### config.mk
export PLATFORM = sky130hd
export DESIGN_NAME = hsd_channel
export DESIGN_NICKNAME = d
export VERILOG_FILES = /design/src/core/hsd_pkg.sv /design/src/core/hsd_fb_filter.sv /design/src/core/hsd_dead_time.sv /design/src/core/hsd_channel.sv
export SDC_FILE = /design/constraint.sdc
export NUM_CORES = 1
export LEC_CHECK = 0
export ABC_AREA = 1
export BUFFER_PORTS_ARGS = -buffer_cell sky130_fd_sc_hd__buf_2
export CAP_MARGIN = 0
export CORE_MARGIN = 3
export CORE_UTILIZATION = 63
export CTS_BUF_LIST = sky130_fd_sc_hd__clkbuf_4 sky130_fd_sc_hd__clkbuf_8
export DETAILED_ROUTE_END_ITERATION = 12
export PLACE_DENSITY = 0.95
export SYNTH_ARGS = -nofsm -noshare
export SYNTH_HDL_FRONTEND = slang
export SYNTH_SLANG_ARGS = --single-unit
### constraint.sdc
create_clock -name i_clk -period 3.6 [get_ports i_clk]
set_input_delay 0 -clock i_clk [delete_from_list [all_inputs] [get_ports i_clk]]
set_output_delay 0 -clock i_clk [all_outputs]
set_load 0.05 [all_outputs]
### src/core/hsd_pkg.sv
// shared constants, field layout and config carrier for the high-side diag channel
// assumes a 125 MHz system clock and 16-bit registers in the low half of a 32-bit word
package hsd_pkg;
    // clock rate; every documented time is a count of this period
    localparam int unsigned CLK_FREQ_MHZ = 125;
    localparam int unsigned CLK_PERIOD_PS = 1000000 / CLK_FREQ_MHZ;
    // extra periods added to each programmed count
    localparam logic [7:0] BLANK_EXTRA = 8'h04;
    localparam logic [5:0] FILT_EXTRA = 6'h01;
    localparam logic [5:0] DEAD_EXTRA = 6'h01;
    // register indices; byte address is four times the index
    localparam logic [9:0] IDX_FILTER_CFG = 10'h1D8;
    localparam logic [9:0] IDX_TABLE_CFG = 10'h1D9;
    localparam logic [9:0] IDX_ROUTING_CFG = 10'h1DA;
    localparam logic [9:0] IDX_IRQ_STATUS = 10'h100;
    localparam logic [9:0] IDX_IRQ_MASK = 10'h101;
    localparam logic [9:0] IDX_CTRL = 10'h102;
    localparam logic [9:0] IDX_STATE = 10'h103;
    localparam int unsigned ADDR_W = 12;
    // filter config fields
    localparam int unsigned FILT_TYPE_BIT = 13;
    localparam int unsigned FILT_LEN_LSB = 7;
    localparam int unsigned WIN_LSB = 0;
    // table config fields
    localparam int unsigned TBL_SRC_LSB = 4;
    localparam int unsigned TBL_VDS_LSB = 0;
    // routing config fields
    localparam int unsigned BYPASS_BIT = 15;
    localparam int unsigned DEAD_LSB = 6;
    localparam int unsigned ROUTE_LSB = 1;
    localparam int unsigned INV_BIT = 0;
    // reset values
    localparam logic [15:0] FILTER_CFG_RST = 16'h0000;
    localparam logic [15:0] TABLE_CFG_RST = 16'h0000;
    localparam logic [15:0] ROUTING_CFG_RST = 16'h003E;
    localparam logic [15:0] CTRL_RST = 16'h0000;
    localparam logic [1:0] IRQ_MASK_RST = 2'h0;
    // own control, status and interrupt bits
    localparam int unsigned CTRL_FW_EN = 0;
    localparam int unsigned IRQ_VDS = 0;
    localparam int unsigned IRQ_SRC = 1;
    // decoded configuration carried between processes
    typedef struct packed {
        logic filter_type;
        logic [5:0] filter_len;
        logic [6:0] window;
        logic [3:0] tbl_src;
        logic [3:0] tbl_vds;
        logic enable_bypass;
        logic [4:0] dead_time;
        logic [4:0] routing;
        logic inv;
    } hsd_cfg_s;
    // captured command and feedback at an error
    typedef struct packed {
        logic cmd;
        logic source;
        logic drain;
    } hsd_snap_s;
endpackage

### src/core/hsd_fb_filter.sv
// feedback glitch filter with programmable span and counting mode
// assumes the sample is synchronous to i_clk
`timescale 1ns/1ps
module hsd_fb_filter (
    input wire logic i_clk, // system clock
    input wire logic i_nrst, // async reset, low
    input wire logic i_sample, // raw feedback
    input wire logic [5:0] i_len, // span minus one
    input wire logic i_type, // 0 clear, 1 decrement
    output logic o_state // filtered feedback
);
    logic [5:0] cnt;

    // count differing samples, switch after len+1 of them
    always_ff @(posedge i_clk or negedge i_nrst) begin
        if (!i_nrst) begin
            cnt <= 6'h00;
            o_state <= 1'b0;
        end else if (i_sample != o_state) begin
            if (cnt >= i_len) begin
                o_state <= i_sample;
                cnt <= 6'h00;
            end else begin
                cnt <= cnt + 6'h01;
            end
        end else if (i_type && cnt != 6'h00) begin
            cnt <= cnt - 6'h01;
        end else begin
            cnt <= 6'h00;
        end
    end

    // assertions
    property p_filt_clear;
        @(posedge i_clk) disable iff (!i_nrst) (!i_type && i_sample == o_state) |=> cnt == 6'h00;
    endproperty
    a_filt_clear: assert property (p_filt_clear) else $error("filter count not cleared");
    property p_filt_dec;
        @(posedge i_clk) disable iff (!i_nrst)
            (i_type && i_sample == o_state && cnt != 6'h00) |=> cnt == $past(cnt) - 6'h01;
    endproperty
    a_filt_dec: assert property (p_filt_dec) else $error("filter count not decremented");
    property p_filt_span;
        @(posedge i_clk) disable iff (!i_nrst) $changed(o_state) |-> $past(cnt) >= $past(i_len);
    endproperty
    a_filt_span: assert property (p_filt_span) else $error("filter switched early");
endmodule

### src/core/hsd_dead_time.sv
// dead-time generator: delays high-side rise and raises freewheel after fall
// assumes the command is synchronous to i_clk
`timescale 1ns/1ps
module hsd_dead_time (
    input wire logic i_clk, // system clock
    input wire logic i_nrst, // async reset, low
    input wire logic i_cmd, // high-side command
    input wire logic [4:0] i_dead, // dead-time count
    input wire logic i_fw_en, // freewheel mode on
    output logic o_hs, // delayed high-side command
    output logic o_fw // freewheel command
);
    logic cmd_q;
    logic [4:0] cnt;
    logic pending;

    // an edge is still waiting for its delayed output
    assign pending = cmd_q ? !o_hs : !o_fw;

    // edge tracking and delayed outputs
    always_ff @(posedge i_clk or negedge i_nrst) begin
        if (!i_nrst) begin
            cmd_q <= 1'b0;
            cnt <= 5'h00;
            o_hs <= 1'b0;
            o_fw <= 1'b0;
        end else begin
            cmd_q <= i_cmd;
            if (!i_fw_en) begin
                o_hs <= i_cmd;
                o_fw <= 1'b0;
                cnt <= 5'h00;
            end else if (i_cmd != cmd_q) begin
                cnt <= 5'h00;
                if (i_cmd) begin
                    o_fw <= 1'b0;
                end else begin
                    o_hs <= 1'b0;
                end
            end else if (pending) begin
                if (cnt == i_dead) begin
                    cnt <= 5'h00;
                    if (cmd_q) begin
                        o_hs <= 1'b1;
                    end else begin
                        o_fw <= 1'b1;
                    end
                end else begin
                    cnt <= cnt + 5'h01;
                end
            end
        end
    end

    // assertions
    property p_fw_delay;
        @(posedge i_clk) disable iff (!i_nrst) ($rose(o_fw) && $past(i_fw_en)) |-> $past(cnt) == $past(i_dead);
    endproperty
    a_fw_delay: assert property (p_fw_delay) else $error("freewheel rose before dead time");
    property p_hs_delay;
        @(posedge i_clk) disable iff (!i_nrst) ($rose(o_hs) && $past(i_fw_en)) |-> $past(cnt) == $past(i_dead);
    endproperty
    a_hs_delay: assert property (p_hs_delay) else $error("high-side rose before dead time");
    property p_no_overlap;
        @(posedge i_clk) disable iff (!i_nrst) !(o_hs && o_fw);
    endproperty
    a_no_overlap: assert property (p_no_overlap) else $error("high-side and freewheel overlap");
endmodule

### src/core/hsd_channel.sv
// high-side output channel: routing, polarity, dead time, feedback diagnostics
// assumes Avalon-MM slave access, synchronous pins and a microcore that enables diagnostics
//
// Function
// - filter type picks counter clear or decrement
// - feedback filter lasts length field plus one clocks
// - blank both checks window plus four clocks
// - drain table indexed by command and feedback
// - source table uses same indexing
// - table hit signals error to microcore
// - freewheel rises dead time after fall
// - freewheel mode delays high-side rising edge
// - selectors 0-15 OR flag with microcore
// - selectors 16-31 use microcores only
// - invert flips the microcore command
// - invert does not alter table lookup
// - invert never applies to flag path
// - bypass bit ignores driver enable pin
// - bypass writable on channels five, seven only
// - latch command and feedback on error
`timescale 1ns/1ps
module hsd_channel #(
    parameter int unsigned CHANNEL = 1 // high-side channel number, 1..7
) (
    input wire logic i_clk, // system clock
    input wire logic i_nrst, // async reset, low
    input wire logic [11:0] i_avs_address, // byte address
    input wire logic i_avs_read, // read strobe
    input wire logic i_avs_write, // write strobe
    input wire logic [31:0] i_avs_writedata, // write data
    input wire logic [3:0] i_avs_byteenable, // byte lanes
    output logic [31:0] o_avs_readdata, // read data
    output logic o_avs_waitrequest, // stall
    input wire logic i_mc_cmd, // microcore command
    input wire logic i_mc_diag_en, // diagnostics enabled by microcore
    input wire logic [15:0] i_flags, // external flag inputs
    input wire logic i_drv_en, // driver enable pin
    input wire logic i_hs_drain_feedback, // drain voltage feedback
    input wire logic i_hs_source_feedback, // source voltage feedback
    output logic o_hs_drive, // pre-driver command
    output logic o_freewheel_command, // freewheel command
    output logic o_mc_error, // error to microcore
    output logic [2:0] o_err_snapshot, // latched cmd, source, drain
    output logic o_irq // interrupt, high
);
    // bypass exists only on two channels
    localparam logic BYPASS_OK = (CHANNEL == 5) || (CHANNEL == 7);

    // registers
    logic [15:0] filter_cfg;
    logic [15:0] table_cfg;
    logic [15:0] routing_cfg;
    logic [15:0] ctrl;
    logic [1:0] irq_status;
    logic [1:0] irq_mask;
    hsd_pkg::hsd_cfg_s cfg;
    hsd_pkg::hsd_snap_s snap;
    // bus
    logic req;
    logic ack;
    logic wr_fire;
    logic [9:0] idx;
    logic [15:0] wmask;
    logic [15:0] next_rdata;
    // command path
    logic flag_sel;
    logic flag_bit;
    logic mc_drive;
    logic pre_cmd;
    logic diag_cmd;
    logic diag_cmd_q;
    logic hs_cmd;
    logic fw_cmd;
    // diagnostics
    logic vds_filt;
    logic src_filt;
    logic [7:0] blank_cnt;
    logic check_ok;
    logic hit_vds;
    logic hit_src;
    logic err_vds;
    logic err_src;
    logic err_q;

    // field decode into the carrier
    always_comb begin
        cfg.filter_type = filter_cfg[hsd_pkg::FILT_TYPE_BIT];
        cfg.filter_len = filter_cfg[hsd_pkg::FILT_LEN_LSB +: 6];
        cfg.window = filter_cfg[hsd_pkg::WIN_LSB +: 7];
        cfg.tbl_src = table_cfg[hsd_pkg::TBL_SRC_LSB +: 4];
        cfg.tbl_vds = table_cfg[hsd_pkg::TBL_VDS_LSB +: 4];
        cfg.enable_bypass = routing_cfg[hsd_pkg::BYPASS_BIT];
        cfg.dead_time = routing_cfg[hsd_pkg::DEAD_LSB +: 5];
        cfg.routing = routing_cfg[hsd_pkg::ROUTE_LSB +: 5];
        cfg.inv = routing_cfg[hsd_pkg::INV_BIT];
    end

    // bus decode: one wait cycle, then the access completes
    assign req = i_avs_read || i_avs_write;
    assign o_avs_waitrequest = req && !ack;
    assign wr_fire = i_avs_write && ack;
    assign idx = i_avs_address[11:2];
    assign wmask = {{8{i_avs_byteenable[1]}}, {8{i_avs_byteenable[0]}}};

    // acknowledge toggles once per request
    always_ff @(posedge i_clk or negedge i_nrst) begin
        if (!i_nrst) begin
            ack <= 1'b0;
        end else begin
            ack <= req && !ack;
        end
    end

    // read multiplexer, unmapped reads as zero
    always_comb begin
        case (idx)
            hsd_pkg::IDX_FILTER_CFG: next_rdata = filter_cfg;
            hsd_pkg::IDX_TABLE_CFG: next_rdata = table_cfg;
            hsd_pkg::IDX_ROUTING_CFG: next_rdata = routing_cfg;
            hsd_pkg::IDX_CTRL: next_rdata = ctrl;
            hsd_pkg::IDX_IRQ_STATUS: next_rdata = {14'h0000, irq_status};
            hsd_pkg::IDX_IRQ_MASK: next_rdata = {14'h0000, irq_mask};
            hsd_pkg::IDX_STATE: next_rdata = {8'h00, hs_cmd, fw_cmd, o_mc_error, vds_filt, src_filt,
                                             snap.cmd, snap.source, snap.drain};
            default: next_rdata = 16'h0000;
        endcase
    end

    // read data loaded in the wait cycle, stands at the completing edge
    always_ff @(posedge i_clk or negedge i_nrst) begin
        if (!i_nrst) begin
            o_avs_readdata <= 32'h00000000;
        end else if (i_avs_read && !ack) begin
            o_avs_readdata <= {16'h0000, next_rdata};
        end
    end

    // configuration writes, reserved bits kept at zero
    always_ff @(posedge i_clk or negedge i_nrst) begin
        if (!i_nrst) begin
            filter_cfg <= hsd_pkg::FILTER_CFG_RST;
            table_cfg <= hsd_pkg::TABLE_CFG_RST;
            routing_cfg <= hsd_pkg::ROUTING_CFG_RST;
            ctrl <= hsd_pkg::CTRL_RST;
        end else if (wr_fire) begin
            case (idx)
                hsd_pkg::IDX_FILTER_CFG: filter_cfg <= (filter_cfg & ~wmask) | (i_avs_writedata[15:0] & wmask
                                                        & 16'h3FFF);
                hsd_pkg::IDX_TABLE_CFG: table_cfg <= (table_cfg & ~wmask) | (i_avs_writedata[15:0] & wmask
                                                      & 16'h00FF);
                hsd_pkg::IDX_ROUTING_CFG: routing_cfg <= (routing_cfg & ~wmask) | (i_avs_writedata[15:0] & wmask
                                                          & {BYPASS_OK, 15'h07FF});
                hsd_pkg::IDX_CTRL: ctrl <= (ctrl & ~wmask) | (i_avs_writedata[15:0] & wmask & 16'h0001);
                default: ctrl <= ctrl;
            endcase
        end
    end

    // interrupt mask register
    always_ff @(posedge i_clk or negedge i_nrst) begin
        if (!i_nrst) begin
            irq_mask <= hsd_pkg::IRQ_MASK_RST;
        end else if (wr_fire && idx == hsd_pkg::IDX_IRQ_MASK && i_avs_byteenable[0]) begin
            irq_mask <= i_avs_writedata[1:0];
        end
    end

    // sticky status, write one to clear, a new event wins over the clear
    always_ff @(posedge i_clk or negedge i_nrst) begin
        if (!i_nrst) begin
            irq_status <= 2'h0;
        end else begin
            if (wr_fire && idx == hsd_pkg::IDX_IRQ_STATUS && i_avs_byteenable[0]) begin
                irq_status <= (irq_status & ~i_avs_writedata[1:0]) | {err_src, err_vds};
            end else begin
                irq_status <= irq_status | {err_src, err_vds};
            end
        end
    end

    assign o_irq = |(irq_status & irq_mask);

    // command source selection and polarity
    assign flag_sel = !cfg.routing[4];
    assign flag_bit = flag_sel && i_flags[cfg.routing[3:0]];
    assign mc_drive = i_mc_cmd ^ cfg.inv;
    assign pre_cmd = mc_drive || flag_bit;
    assign diag_cmd = i_mc_cmd || flag_bit;

    // dead time and freewheel generation
    hsd_dead_time u_dead (
        .i_clk(i_clk),
        .i_nrst(i_nrst),
        .i_cmd(pre_cmd),
        .i_dead(cfg.dead_time),
        .i_fw_en(ctrl[hsd_pkg::CTRL_FW_EN]),
        .o_hs(hs_cmd),
        .o_fw(fw_cmd)
    );

    // driver enable gating, bypass only where it exists
    assign o_hs_drive = hs_cmd && (i_drv_en || (cfg.enable_bypass && BYPASS_OK));
    assign o_freewheel_command = fw_cmd;

    // feedback filters
    hsd_fb_filter u_filt_vds (
        .i_clk(i_clk),
        .i_nrst(i_nrst),
        .i_sample(i_hs_drain_feedback),
        .i_len(cfg.filter_len),
        .i_type(cfg.filter_type),
        .o_state(vds_filt)
    );
    hsd_fb_filter u_filt_src (
        .i_clk(i_clk),
        .i_nrst(i_nrst),
        .i_sample(i_hs_source_feedback),
        .i_len(cfg.filter_len),
        .i_type(cfg.filter_type),
        .o_state(src_filt)
    );

    // blanking after each command change
    always_ff @(posedge i_clk or negedge i_nrst) begin
        if (!i_nrst) begin
            diag_cmd_q <= 1'b0;
            blank_cnt <= 8'h00;
        end else begin
            diag_cmd_q <= diag_cmd;
            if (diag_cmd != diag_cmd_q) begin
                blank_cnt <= {1'b0, cfg.window} + hsd_pkg::BLANK_EXTRA;
            end else if (blank_cnt != 8'h00) begin
                blank_cnt <= blank_cnt - 8'h01;
            end
        end
    end

    // table lookups on filtered feedback
    assign check_ok = i_mc_diag_en && blank_cnt == 8'h00 && diag_cmd == diag_cmd_q;
    assign hit_vds = cfg.tbl_vds[{diag_cmd_q, vds_filt}];
    assign hit_src = cfg.tbl_src[{diag_cmd_q, src_filt}];

    // error flags toward the microcore
    always_ff @(posedge i_clk or negedge i_nrst) begin
        if (!i_nrst) begin
            err_vds <= 1'b0;
            err_src <= 1'b0;
            err_q <= 1'b0;
        end else begin
            err_vds <= check_ok && hit_vds;
            err_src <= check_ok && hit_src;
            err_q <= check_ok && (hit_vds || hit_src);
        end
    end

    assign o_mc_error = err_q;

    // snapshot of command and feedback at each new error
    always_ff @(posedge i_clk or negedge i_nrst) begin
        if (!i_nrst) begin
            snap <= 3'h0;
        end else if (check_ok && (hit_vds || hit_src) && !err_q) begin
            snap <= {diag_cmd_q, src_filt, vds_filt};
        end
    end

    assign o_err_snapshot = snap;

    // assertions
    property p_blank;
        @(posedge i_clk) disable iff (!i_nrst) (diag_cmd != diag_cmd_q) |=> !check_ok [*4];
    endproperty
    a_blank: assert property (p_blank) else $error("check ran inside blanking");

    property p_blank_len;
        @(posedge i_clk) disable iff (!i_nrst)
            (diag_cmd != diag_cmd_q) |=> blank_cnt == {1'b0, $past(cfg.window)} + 8'h04;
    endproperty
    a_blank_len: assert property (p_blank_len) else $error("blanking length wrong");

    property p_vds;
        @(posedge i_clk) disable iff (!i_nrst)
            (check_ok && cfg.tbl_vds[{diag_cmd_q, vds_filt}]) |=> err_vds && o_mc_error;
    endproperty
    a_vds: assert property (p_vds) else $error("drain table hit missed");

    property p_src;
        @(posedge i_clk) disable iff (!i_nrst)
            (check_ok && cfg.tbl_src[{diag_cmd_q, src_filt}]) |=> err_src && o_mc_error;
    endproperty
    a_src: assert property (p_src) else $error("source table hit missed");

    property p_err_cause;
        @(posedge i_clk) disable iff (!i_nrst) o_mc_error |-> $past(check_ok) && $past(hit_vds || hit_src);
    endproperty
    a_err_cause: assert property (p_err_cause) else $error("error without table hit");

    property p_diag_gate;
        @(posedge i_clk) disable iff (!i_nrst) !i_mc_diag_en |=> !o_mc_error;
    endproperty
    a_diag_gate: assert property (p_diag_gate) else $error("error while diagnostics off");

    property p_mc_only;
        @(posedge i_clk) disable iff (!i_nrst)
            (cfg.routing[4] && !ctrl[hsd_pkg::CTRL_FW_EN]) |=> hs_cmd == $past(i_mc_cmd ^ cfg.inv);
    endproperty
    a_mc_only: assert property (p_mc_only) else $error("microcore path wrong");

    property p_flag_or;
        @(posedge i_clk) disable iff (!i_nrst)
            (!cfg.routing[4] && i_flags[cfg.routing[3:0]] && !ctrl[hsd_pkg::CTRL_FW_EN]) |=> hs_cmd;
    endproperty
    a_flag_or: assert property (p_flag_or) else $error("flag path not ored or inverted");

    property p_inv_diag;
        @(posedge i_clk) disable iff (!i_nrst) cfg.routing[4] |-> diag_cmd == i_mc_cmd;
    endproperty
    a_inv_diag: assert property (p_inv_diag) else $error("invert reached diagnostics");

    property p_gate;
        @(posedge i_clk) disable iff (!i_nrst) (!i_drv_en && !(cfg.enable_bypass && BYPASS_OK)) |-> !o_hs_drive;
    endproperty
    a_gate: assert property (p_gate) else $error("drive without enable");

    property p_lock;
        @(posedge i_clk) disable iff (!i_nrst) !BYPASS_OK |-> !cfg.enable_bypass;
    endproperty
    a_lock: assert property (p_lock) else $error("bypass set on locked channel");

    property p_snap;
        @(posedge i_clk) disable iff (!i_nrst) $rose(o_mc_error) |-> snap == {$past(diag_cmd_q), $past(src_filt),
                                                                           $past(vds_filt)};
    endproperty
    a_snap: assert property (p_snap) else $error("snapshot not latched");

    property p_filtered;
        @(posedge i_clk) disable iff (!i_nrst) err_vds |-> $past(cfg.tbl_vds[{diag_cmd_q, vds_filt}]);
    endproperty
    a_filtered: assert property (p_filtered) else $error("raw feedback used");

    // main scenarios
    c_vds_err: cover property (@(posedge i_clk) disable iff (!i_nrst) $rose(err_vds));
    c_src_err: cover property (@(posedge i_clk) disable iff (!i_nrst) $rose(err_src));
    c_fw: cover property (@(posedge i_clk) disable iff (!i_nrst) $rose(fw_cmd));
    c_irq: cover property (@(posedge i_clk) disable iff (!i_nrst) $rose(o_irq));
endmodule

### Word-level counts from Yosys, hierarchy flattened

Index checks and enable logic that the tools add are counted.
Widths: inputs -> output; s select.

| word-level totals | value |
|---|---|
| flip-flop bits (word level) | 122 |
| input bits | 73 |
| output and inout bits | 40 |
| word-level logic and storage cells | 144 |

| operators by class | value |
|---|---|
| add/subtract/negate cells | 7 |
| order comparisons | 5 |
| eq/ne operators | 19 |
| multiplexer cells | 33 |
| bitwise operators | 16 |
| reduce and logical (&&, ||, !) cells | 40 |

Operators by type and width:

| cell | count |
|---|---|
| $pmux 16 s7 | 1 |
| $eq 10x9->1 const B | 7 |
| $and 16x16->16 | 4 |
| $mux 6 | 6 |
| $mux 5 | 4 |
| $logic_and 1x1->1 | 17 |
| $mux 1 | 16 |
| $mux 8 | 2 |
| $not 16->16 | 1 |
| $or 16x1->16 | 1 |
| $or 16x11->16 | 1 |
| $or 16x14->16 | 1 |
| $or 16x8->16 | 1 |
| $and 14x14->14 | 1 |
| $add 6x1->6 const B | 2 |
| $ge 6x6->1 | 2 |
| $reduce_and 2->1 | 6 |
| $reduce_bool 6->1 | 2 |
| $sub 6x1->6 const B | 2 |
| $ne 3x1->1 const B | 3 |
| $add 7x3->8 const B | 1 |
| $logic_not 8->1 | 1 |
| $reduce_and 4->1 | 2 |
| $reduce_bool 8->1 | 1 |
| other kinds (20) | 35 |

### Logic depth before layout (Yosys ltp)

Gate-level depths: netlist (run 1).

| depth | value |
|---|---|
| depth in word-level cells | 8 |
| mapped depth | 16 |
| gate-level depth less buffers | 15 |

### Hierarchy

Synthesis (run 1) repeated with hierarchy kept, for this count alone.

| unflattened totals | value |
|---|---|
| cells, all modules | 876 |
| area, all modules | 6912.9 um^2 |

Modules (own cells, without submodules):

| module | instances | cells each | area each (um^2) | seq. area each (um^2) |
|---|---|---|---|---|
| hsd_channel | 1 | 619 | 4978.5 | 2508.7 |
| hsd_fb_filter | 2 | 92 | 696.9 | 175.2 |
| hsd_dead_time | 1 | 73 | 540.5 | 200.2 |

### Worst setup path before layout (run 1)

No wires, ideal clock.

| timing | value |
|---|---|
| path type | flip-flop to flip-flop |
| from | register with a tool-made name |
| to | register err_q, in the netlist o_mc_error |
| setup time | 0.073 ns |
| arrival | 1.631 ns |
| required time | 3.527 ns |
| path slack | 1.896 ns |
| cell stages (with the launch flop) | 16 |
| path buffers | 1 |
| period minus slack after synthesis | 1.704 ns |
| cells stage by stage | dfstp_2 > buf_6 > inv_6 > nand2_1 > nand2_1 > nand2_1 > nand3_1 > nand3_1 > nand2_2 > nand2_4 > nand3_1 > nand2_4 > inv_6 > nor2_4 > nand2_2 > a21oi_2 |

RTL lines:

| item | RTL line | source |
|---|---|---|
| to (signal assigned) | hsd_channel.sv:252 | `err_q <= check_ok && (hit_vds \|\| hit_src);` |
| to (decl) | hsd_channel.sv:83 | `logic err_q;` |

==> impl_metrics.env, run 1 <==
export IMPL_status="completed"
export IMPL_maxSlewViolCount=0
export IMPL_core_area_sq_mm=0.00995
export IMPL_ir_drop_uv=271
export IMPL_cts_tree="yes"
export IMPL_gp_congestion=0.898
export IMPL_power_density_mw_per_mm2=476
export IMPL_antenna_cells=0
export IMPL_dieHeight_microns=108
export IMPL_switching_power_mw=1.24
export IMPL_globalRoute_totalOverflow=0
export IMPL_ys_seq_elements=122
export IMPL_clock_skew_ns=0.0115
export IMPL_cts_resized=0
export IMPL_finalCritPeriodShare_pct=56.4
export IMPL_path_max_fanout=10
export IMPL_drt_iter0_drc=762
export IMPL_rows=36
export IMPL_grt_busiest_layer="met2"
export IMPL_synth_edf_count=0
export IMPL_cts_setup_buffers=0
export IMPL_hold_violations=0
export IMPL_clk_pin_slew_worst_paths_ns=0.08
export IMPL_cp_required_ns=3.93
export IMPL_ys_top_cells_by_count="197 x nand2_1, 120 x inv_1, 117 x dfrtp_1"
export IMPL_htreeDepth=4
export IMPL_whs_path_depth=4
export IMPL_drv_cap=0
export IMPL_start_util_pct=66.1
export IMPL_grt_util_all_layers_pct=30.7
export IMPL_fp_dieW_microns=108
export IMPL_antenna_found_initial=0
export IMPL_stdcell_count=1049
export IMPL_synth_cell_types=46
export IMPL_vias=5959
export IMPL_grt_use_met1_pct=40.2
export IMPL_ys_top_cells_by_area="dfrtp_1 44%, nand2_1 11%, inv_1 6.8%"
export IMPL_drive_gt1_share_pct=15.8
export IMPL_numCtsBuffers=17
export IMPL_synth_sequential_area_ratio_pct=46.5
export IMPL_worstHoldStart="i_avs_byteenable[1]"
export IMPL_max_freq_mhz=492
export IMPL_combinationalPowerShare_pct=24.1
export IMPL_syn_avg_cell_area_sq_um=8.19
export IMPL_grt_max_degree=74
export IMPL_holdWs_ns=0.0496
export IMPL_p_total_mw=3.60
export IMPL_synth_flop_cell="dfrtp_1"
export IMPL_clk_latency_ns=0.45
export IMPL_clock_path_buffers=2
export IMPL_rsz0062_at_grt="false"
export IMPL_drt_wl_total_mm=16.9
export IMPL_fin_setup_tns_ns=0
export IMPL_fp_dieArea_sq_mm=0.0117
export IMPL_grt_first_pass_wirelength_mm=28.0
export IMPL_syn2layout_area_growth_pct=15.1
export IMPL_met2_usage_pct=47.7
export IMPL_relSlewSlack_pct=38.7
export IMPL_io_pins=113
export IMPL_postSynthCellCount=803
export IMPL_synth_top_area_cell="dfrtp_1"
export IMPL_clockRootBuffer="clkbuf_8"
export IMPL_synth_top_area_share_pct=44.5
export IMPL_grt_pass1_vias=5871
export IMPL_cp_end_kind="register"
export IMPL_cts_sinks=122
export IMPL_drc=0
export IMPL_viasPerCell=5.68
export IMPL_critPathArrivalTime_ns=2.36
export IMPL_drt_antenna_violating_nets=0
export IMPL_yosys_warnings=0
export IMPL_final_nets=999
export IMPL_wl_per_cell_microns=16.1
export IMPL_p_int_mw=2.37
export IMPL_p_leak_nw=4.01
export IMPL_setup_violations=0
export IMPL_async_reset_ff_share_pct=100
export IMPL_min_period_ns=2.03
export IMPL_place_inst=994
export IMPL_swShare_pct=34.3
export IMPL_met3_usage_pct=6.81
export IMPL_rr_worst_depth=13
export IMPL_path_class="register to register"
export IMPL_synth_most_common_cell="nand2_1"
export IMPL_cts_hold_buffers_added=24
export IMPL_pwr_share_clk_pct=30.7
export IMPL_synth_area_sq_mm=0.00658
export IMPL_hp_class="input port to register"
export IMPL_portBuffers=74
export IMPL_crit_path_start_kind="register"
export IMPL_p_seq_share_pct=45.3
export IMPL_worst_pin_slew_ns=0.919
export IMPL_dr_pass1_iters=7
export IMPL_dp_hpwl_mm=11.3
## layer usage
metal  vias to the layer above  wire length (microns)
li1                       2738                      -
met1                      2782                   6760
met2                       370                   7850
met3                        69                   1640
met4                         0                    667
met5                         -                      0
## final cells by class
class | instances | area (sq um)
Sequential cell | 122 | 3060
Inverter | 128 | 490
Fill cell | 653 | 2380
Clock buffer | 18 | 241
Clock inverter | 13 | 106
Timing Repair Buffer | 99 | 633
Tap cell | 133 | 166
Multi-Input combinational cell | 536 | 2880
## kinds of logic after synthesis
family | synth area share [%]
XOR/XNOR | 4.66
buffers and inverters | 10.6
adder cells (fa/ha/maj) | 4.18
other | 0.0570
multiplexers | 0.304
AO/OA/AOI/OAI | 11.3
AND/OR/NAND/NOR | 22.4
flip-flops | 46.5
## through the flow
stage / utilization, % / cell area, sq um / setup slack [ns]
4_1_cts: 76.1 / 7570 / 1.58
5_1_grt: 76.1 / 7570 / 1.33
6_report: 76.1 / 7570 / 1.57
2_1_floorplan: - / 6640 / 1.90
3_5_place_dp: 70.2 / 6990 / 1.65
3_3_place_gp: 70.2 / 6990 / 1.66
## final timing paths
path | endpoint | slack, ns
max in group asynchronous | async pin | 2.53
min | filter_cfg[14]$_DFFE_PN0P_ | 0.05
max | o_err_snapshot[0]$_DFFE_PN0P_ | 1.57
min reg2reg | irq_status[1]$_DFF_PN0_ | 0.44
min in group asynchronous | irq_status[1]$_DFF_PN0_ | 0.23
max reg2reg | o_err_snapshot[0]$_DFFE_PN0P_ | 1.57
## layout by cell type, fill, tap and decap left out, types with 19 or more instances in the layout
master,netlist,final
ha_1,22,22
dlygate4sd3_1,0,24
dfrtp_1,117,117
a21oi_1,19,19
inv_1,120,120
nand2_1,197,197
xor2_1,21,21
o21ai_0,68,68
nand3_1,39,39
buf_2,2,73
nor2_1,47,47
## worst max-delay path: stages (launching register included)
cell	delay [ns]
dfstp_2	0.68
inv_6	0.08
nand2_2	0.06
nand2_1	0.05
nand2_1	0.05
nand3_1	0.06
nand3_1	0.08
nand2_2	0.09
nand2_4	0.11
nand3_1	0.12
nand2_4	0.18
nand4_4	0.14
nand2_1	0.11
o21ai_1	0.08
## power groups by stage
stage | Clock [mW] | Sequential [mW] | Combinational, mW
floorplan | 0 | 1.59 | 0.673
global placement | 0 | 1.64 | 0.770
detailed placement | 0 | 1.65 | 0.806
CTS | 1.10 | 1.62 | 0.844
global route | 1.17 | 1.65 | 0.971
finish | 1.11 | 1.63 | 0.867
Power figures use the tool's default switching activity.
==> inputs of run 2 (changes only) <==
Settings changed: ABC_AREA 1 to 0, CORE_UTILIZATION 63 to 53, PLACE_DENSITY 0.95 to 0.89.
Clock period 3.6 ns to 1.8 ns, I/O delays scaled along.
==> impl_metrics.env, run 2 <==
export IMPL_drt_antenna_violating_nets=0
export IMPL_dp_hpwl_mm=12.0
export IMPL_hold_violations=0
export IMPL_io_pins=113
export IMPL_ys_top_cells_by_count="117 x dfrtp_1, 47 x nand2_1, 40 x mux2_2"
export IMPL_crit_path_start_kind="register"
export IMPL_clockRootBuffer="clkbuf_8"
export IMPL_clk_latency_ns=0.44
export IMPL_synth_area_sq_mm=0.00637
export IMPL_drive_gt1_share_pct=36.5
export IMPL_setup_violations=31
export IMPL_synth_edf_count=0
export IMPL_portBuffers=74
export IMPL_maxSlewViolCount=0
export IMPL_layout_common_cells="115 x dfrtp_1, 74 x buf_2, 57 x buf_4"
export IMPL_postSynthCellCount=575
export IMPL_htreeDepth=4
export IMPL_placed_area_sq_mm=0.00717
export IMPL_vias=5298
export IMPL_start_util_pct=55.0
export IMPL_worstHoldStart="i_avs_address[2]"
export IMPL_violations="setup timing"
export IMPL_drc=0
export IMPL_drt_iter0_drc=553
export IMPL_finalCritPeriodShare_pct=132
export IMPL_grt_first_pass_wirelength_mm=27.8
export IMPL_worst_pin_slew_ns=0.684
export IMPL_final_nets=827
export IMPL_synth_top_area_cell="dfrtp_1"
export IMPL_crit_path_top_delay_cell="dfstp_2"
export IMPL_antenna_found_initial=0
export IMPL_rsz0062_at_grt="true"
export IMPL_crit_chain="mux4_2 > a22oi_4 > o211ai_4 > xor2_4 > nor3_4 > mux2_4"
export IMPL_path_max_fanout=5
export IMPL_ys_top_cells_by_area="dfrtp_1 46%, mux2_2 7.1%, ha_1 4.3%"
export IMPL_dieHeight_microns=116
export IMPL_clock_path_buffers=2
export IMPL_grt_util_all_layers_pct=27.0
export IMPL_gp_congestion=0.899
export IMPL_cp_end_kind="register"
export IMPL_clk_pin_slew_worst_paths_ns=0.08
export IMPL_max_stage_delay_ns=0.62
export IMPL_viasPerCell=5.97
export IMPL_globalRoute_totalOverflow=0
export IMPL_critPathArrivalTime_ns=2.71
export IMPL_clock_skew_ns=0.0114
export IMPL_status="finished, violations left"
export IMPL_min_period_ns=2.37
export IMPL_grt_max_degree=50
export IMPL_drt_wl_total_mm=17.7
export IMPL_wl_per_cell_microns=19.9
export IMPL_p_leak_nw=4.02
export IMPL_rows=39
export IMPL_syn_avg_cell_area_sq_um=11.1
export IMPL_path_class="register to register"
export IMPL_fp_dieW_microns=116
export IMPL_cp_required_ns=2.14
export IMPL_cts_tree="yes"
export IMPL_max_freq_mhz=422
export IMPL_core_area_sq_mm=0.0116
export IMPL_drv_cap=0
export IMPL_p_total_mw=6.45
export IMPL_nFillCells=739
export IMPL_yosys_warnings=0
export IMPL_synth_top_area_share_pct=46.0
export IMPL_dr_pass1_iters=5
export IMPL_power_density_mw_per_mm2=793
export IMPL_ys_seq_elements=122
export IMPL_synth_most_common_cell="dfrtp_1"
export IMPL_fp_dieArea_sq_mm=0.0134
export IMPL_synth_cell_types=59
export IMPL_synth_sequential_area_ratio_pct=48.1
export IMPL_final_common_cell="dfrtp_1"
export IMPL_relSlewSlack_pct=54.4
export IMPL_design_area_sq_mm=0.00814
export IMPL_async_reset_ff_share_pct=100
export IMPL_syn2layout_area_growth_pct=27.8
export IMPL_layout_setup_ws_ns=-0.572
export IMPL_hp_class="input port to register"
export IMPL_numCtsBuffers=17
export IMPL_ir_drop_uv=427
export IMPL_cts_sinks=122
export IMPL_grt_pass1_vias=5465
export IMPL_antenna_cells=0
export IMPL_synth_flop_cell="dfrtp_1"
run 2: cell count changes after synthesis, moves of 10 or more:
| cell | before | now |
|---|---|---|
| nor2_1 | 47 | 27 |
| o21ai_0 | 68 | 14 |
| inv_1 | 120 | 25 |
| and2_1 | 0 | 22 |
| nor2b_1 | 0 | 18 |
| nand2_1 | 197 | 47 |
| mux2_2 | 0 | 40 |
| xor2_1 | 21 | 7 |
| nand2_2 | 12 | 0 |
| a22oi_1 | 0 | 22 |
| o21ai_1 | 10 | 0 |
| nand3_1 | 39 | 14 |
| a22o_1 | 0 | 17 |
run 2: metal layers:
metal,part of all wire (%),track usage [%],up-vias
met2,51,47.4,261
met5,0,0,-
li1,-,-,2353
met4,3.3,10.2,0
met3,7.1,6.21,64
met1,39,32.5,2620
run 2: final timing paths:
kind	end	slack, ns	cells after the start
setup / recovery	o_err_snapshot[0]$_DFFE_PN0P_	-0.57	6
hold / removal	irq_status[0]$_DFF_PN0_	0.06	4
setup reg to reg	o_err_snapshot[0]$_DFFE_PN0P_	-0.57	6
hold reg to reg	irq_status[0]$_DFF_PN0_	0.45	1
max in group asynchronous	async pin	1.00	3
min in group asynchronous	o_avs_readdata[7]$_DFFE_PN0P_	0.14	2
run 2: timing repair:
action	CTS	global route
hold endpoints to repair	85	0
cloned	1	0
hold buffers	20	0
setup endpoints to repair	29	36
pin swaps	2	11
buffers inserted	9	9
resized for setup	18	26
run 2: logic make-up (layout without fill, tap and decap cells):
family / count (synthesis) / count (layout) / synth area share (%)
and+or+nand+nor: 177 / 177 / 14.9
DFF: 122 / 122 / 48.1
AOI/OAI and AO/OA: 114 / 114 / 13.2
buffers and inverters: 61 / 216 / 4.72
muxes: 57 / 57 / 11.5
adders and majority gates: 22 / 22 / 4.32
xor gates and xnor gates: 21 / 21 / 3.18
other: 1 / 16 / 0.0589
run 2: layout make-up:
class	instances	area, sq um	area share (%)
tap	143	179	2.20
clock buffer	20	269	3.31
inverter	25	96.3	1.18
sequential	122	3060	37.6
multi-input combinational	407	3270	40.2
timing repair buffer	159	1110	13.7
clock inverter	12	146	1.80
run 2: critical path, delay by kind of cell (launching register included):
family,cells,cell delay [ns]
compound gates,2,0.37
xor+xnor,1,0.19
flops,1,0.62
mux,2,0.87
simple gates,1,0.20
run 2: stage by stage:
step	utilization, %	setup TNS (ns)	worst slack (ns)	hold WS [ns]	cells
4_1_cts	68.6	-9.14	-0.539	0.0473	879
5_1_grt	70.3	-12.96	-0.643	0.0857	888
3_5_place_dp	62.0	-8.46	-0.544	0.0877	817
2_1_floorplan	-	-6.00	-0.464	-0.296	590
3_3_place_gp	62.0	-6.28	-0.454	0.0685	817
6_report	70.3	-10.65	-0.572	0.0635	888
run 2: report_power, final:
part	internal, mW	total (mW)	switching (mW)
logic	0.399	0.972	0.574
registers	2.83	2.92	0.0877
clock network	1.45	2.56	1.11
total	4.68	6.45	1.77
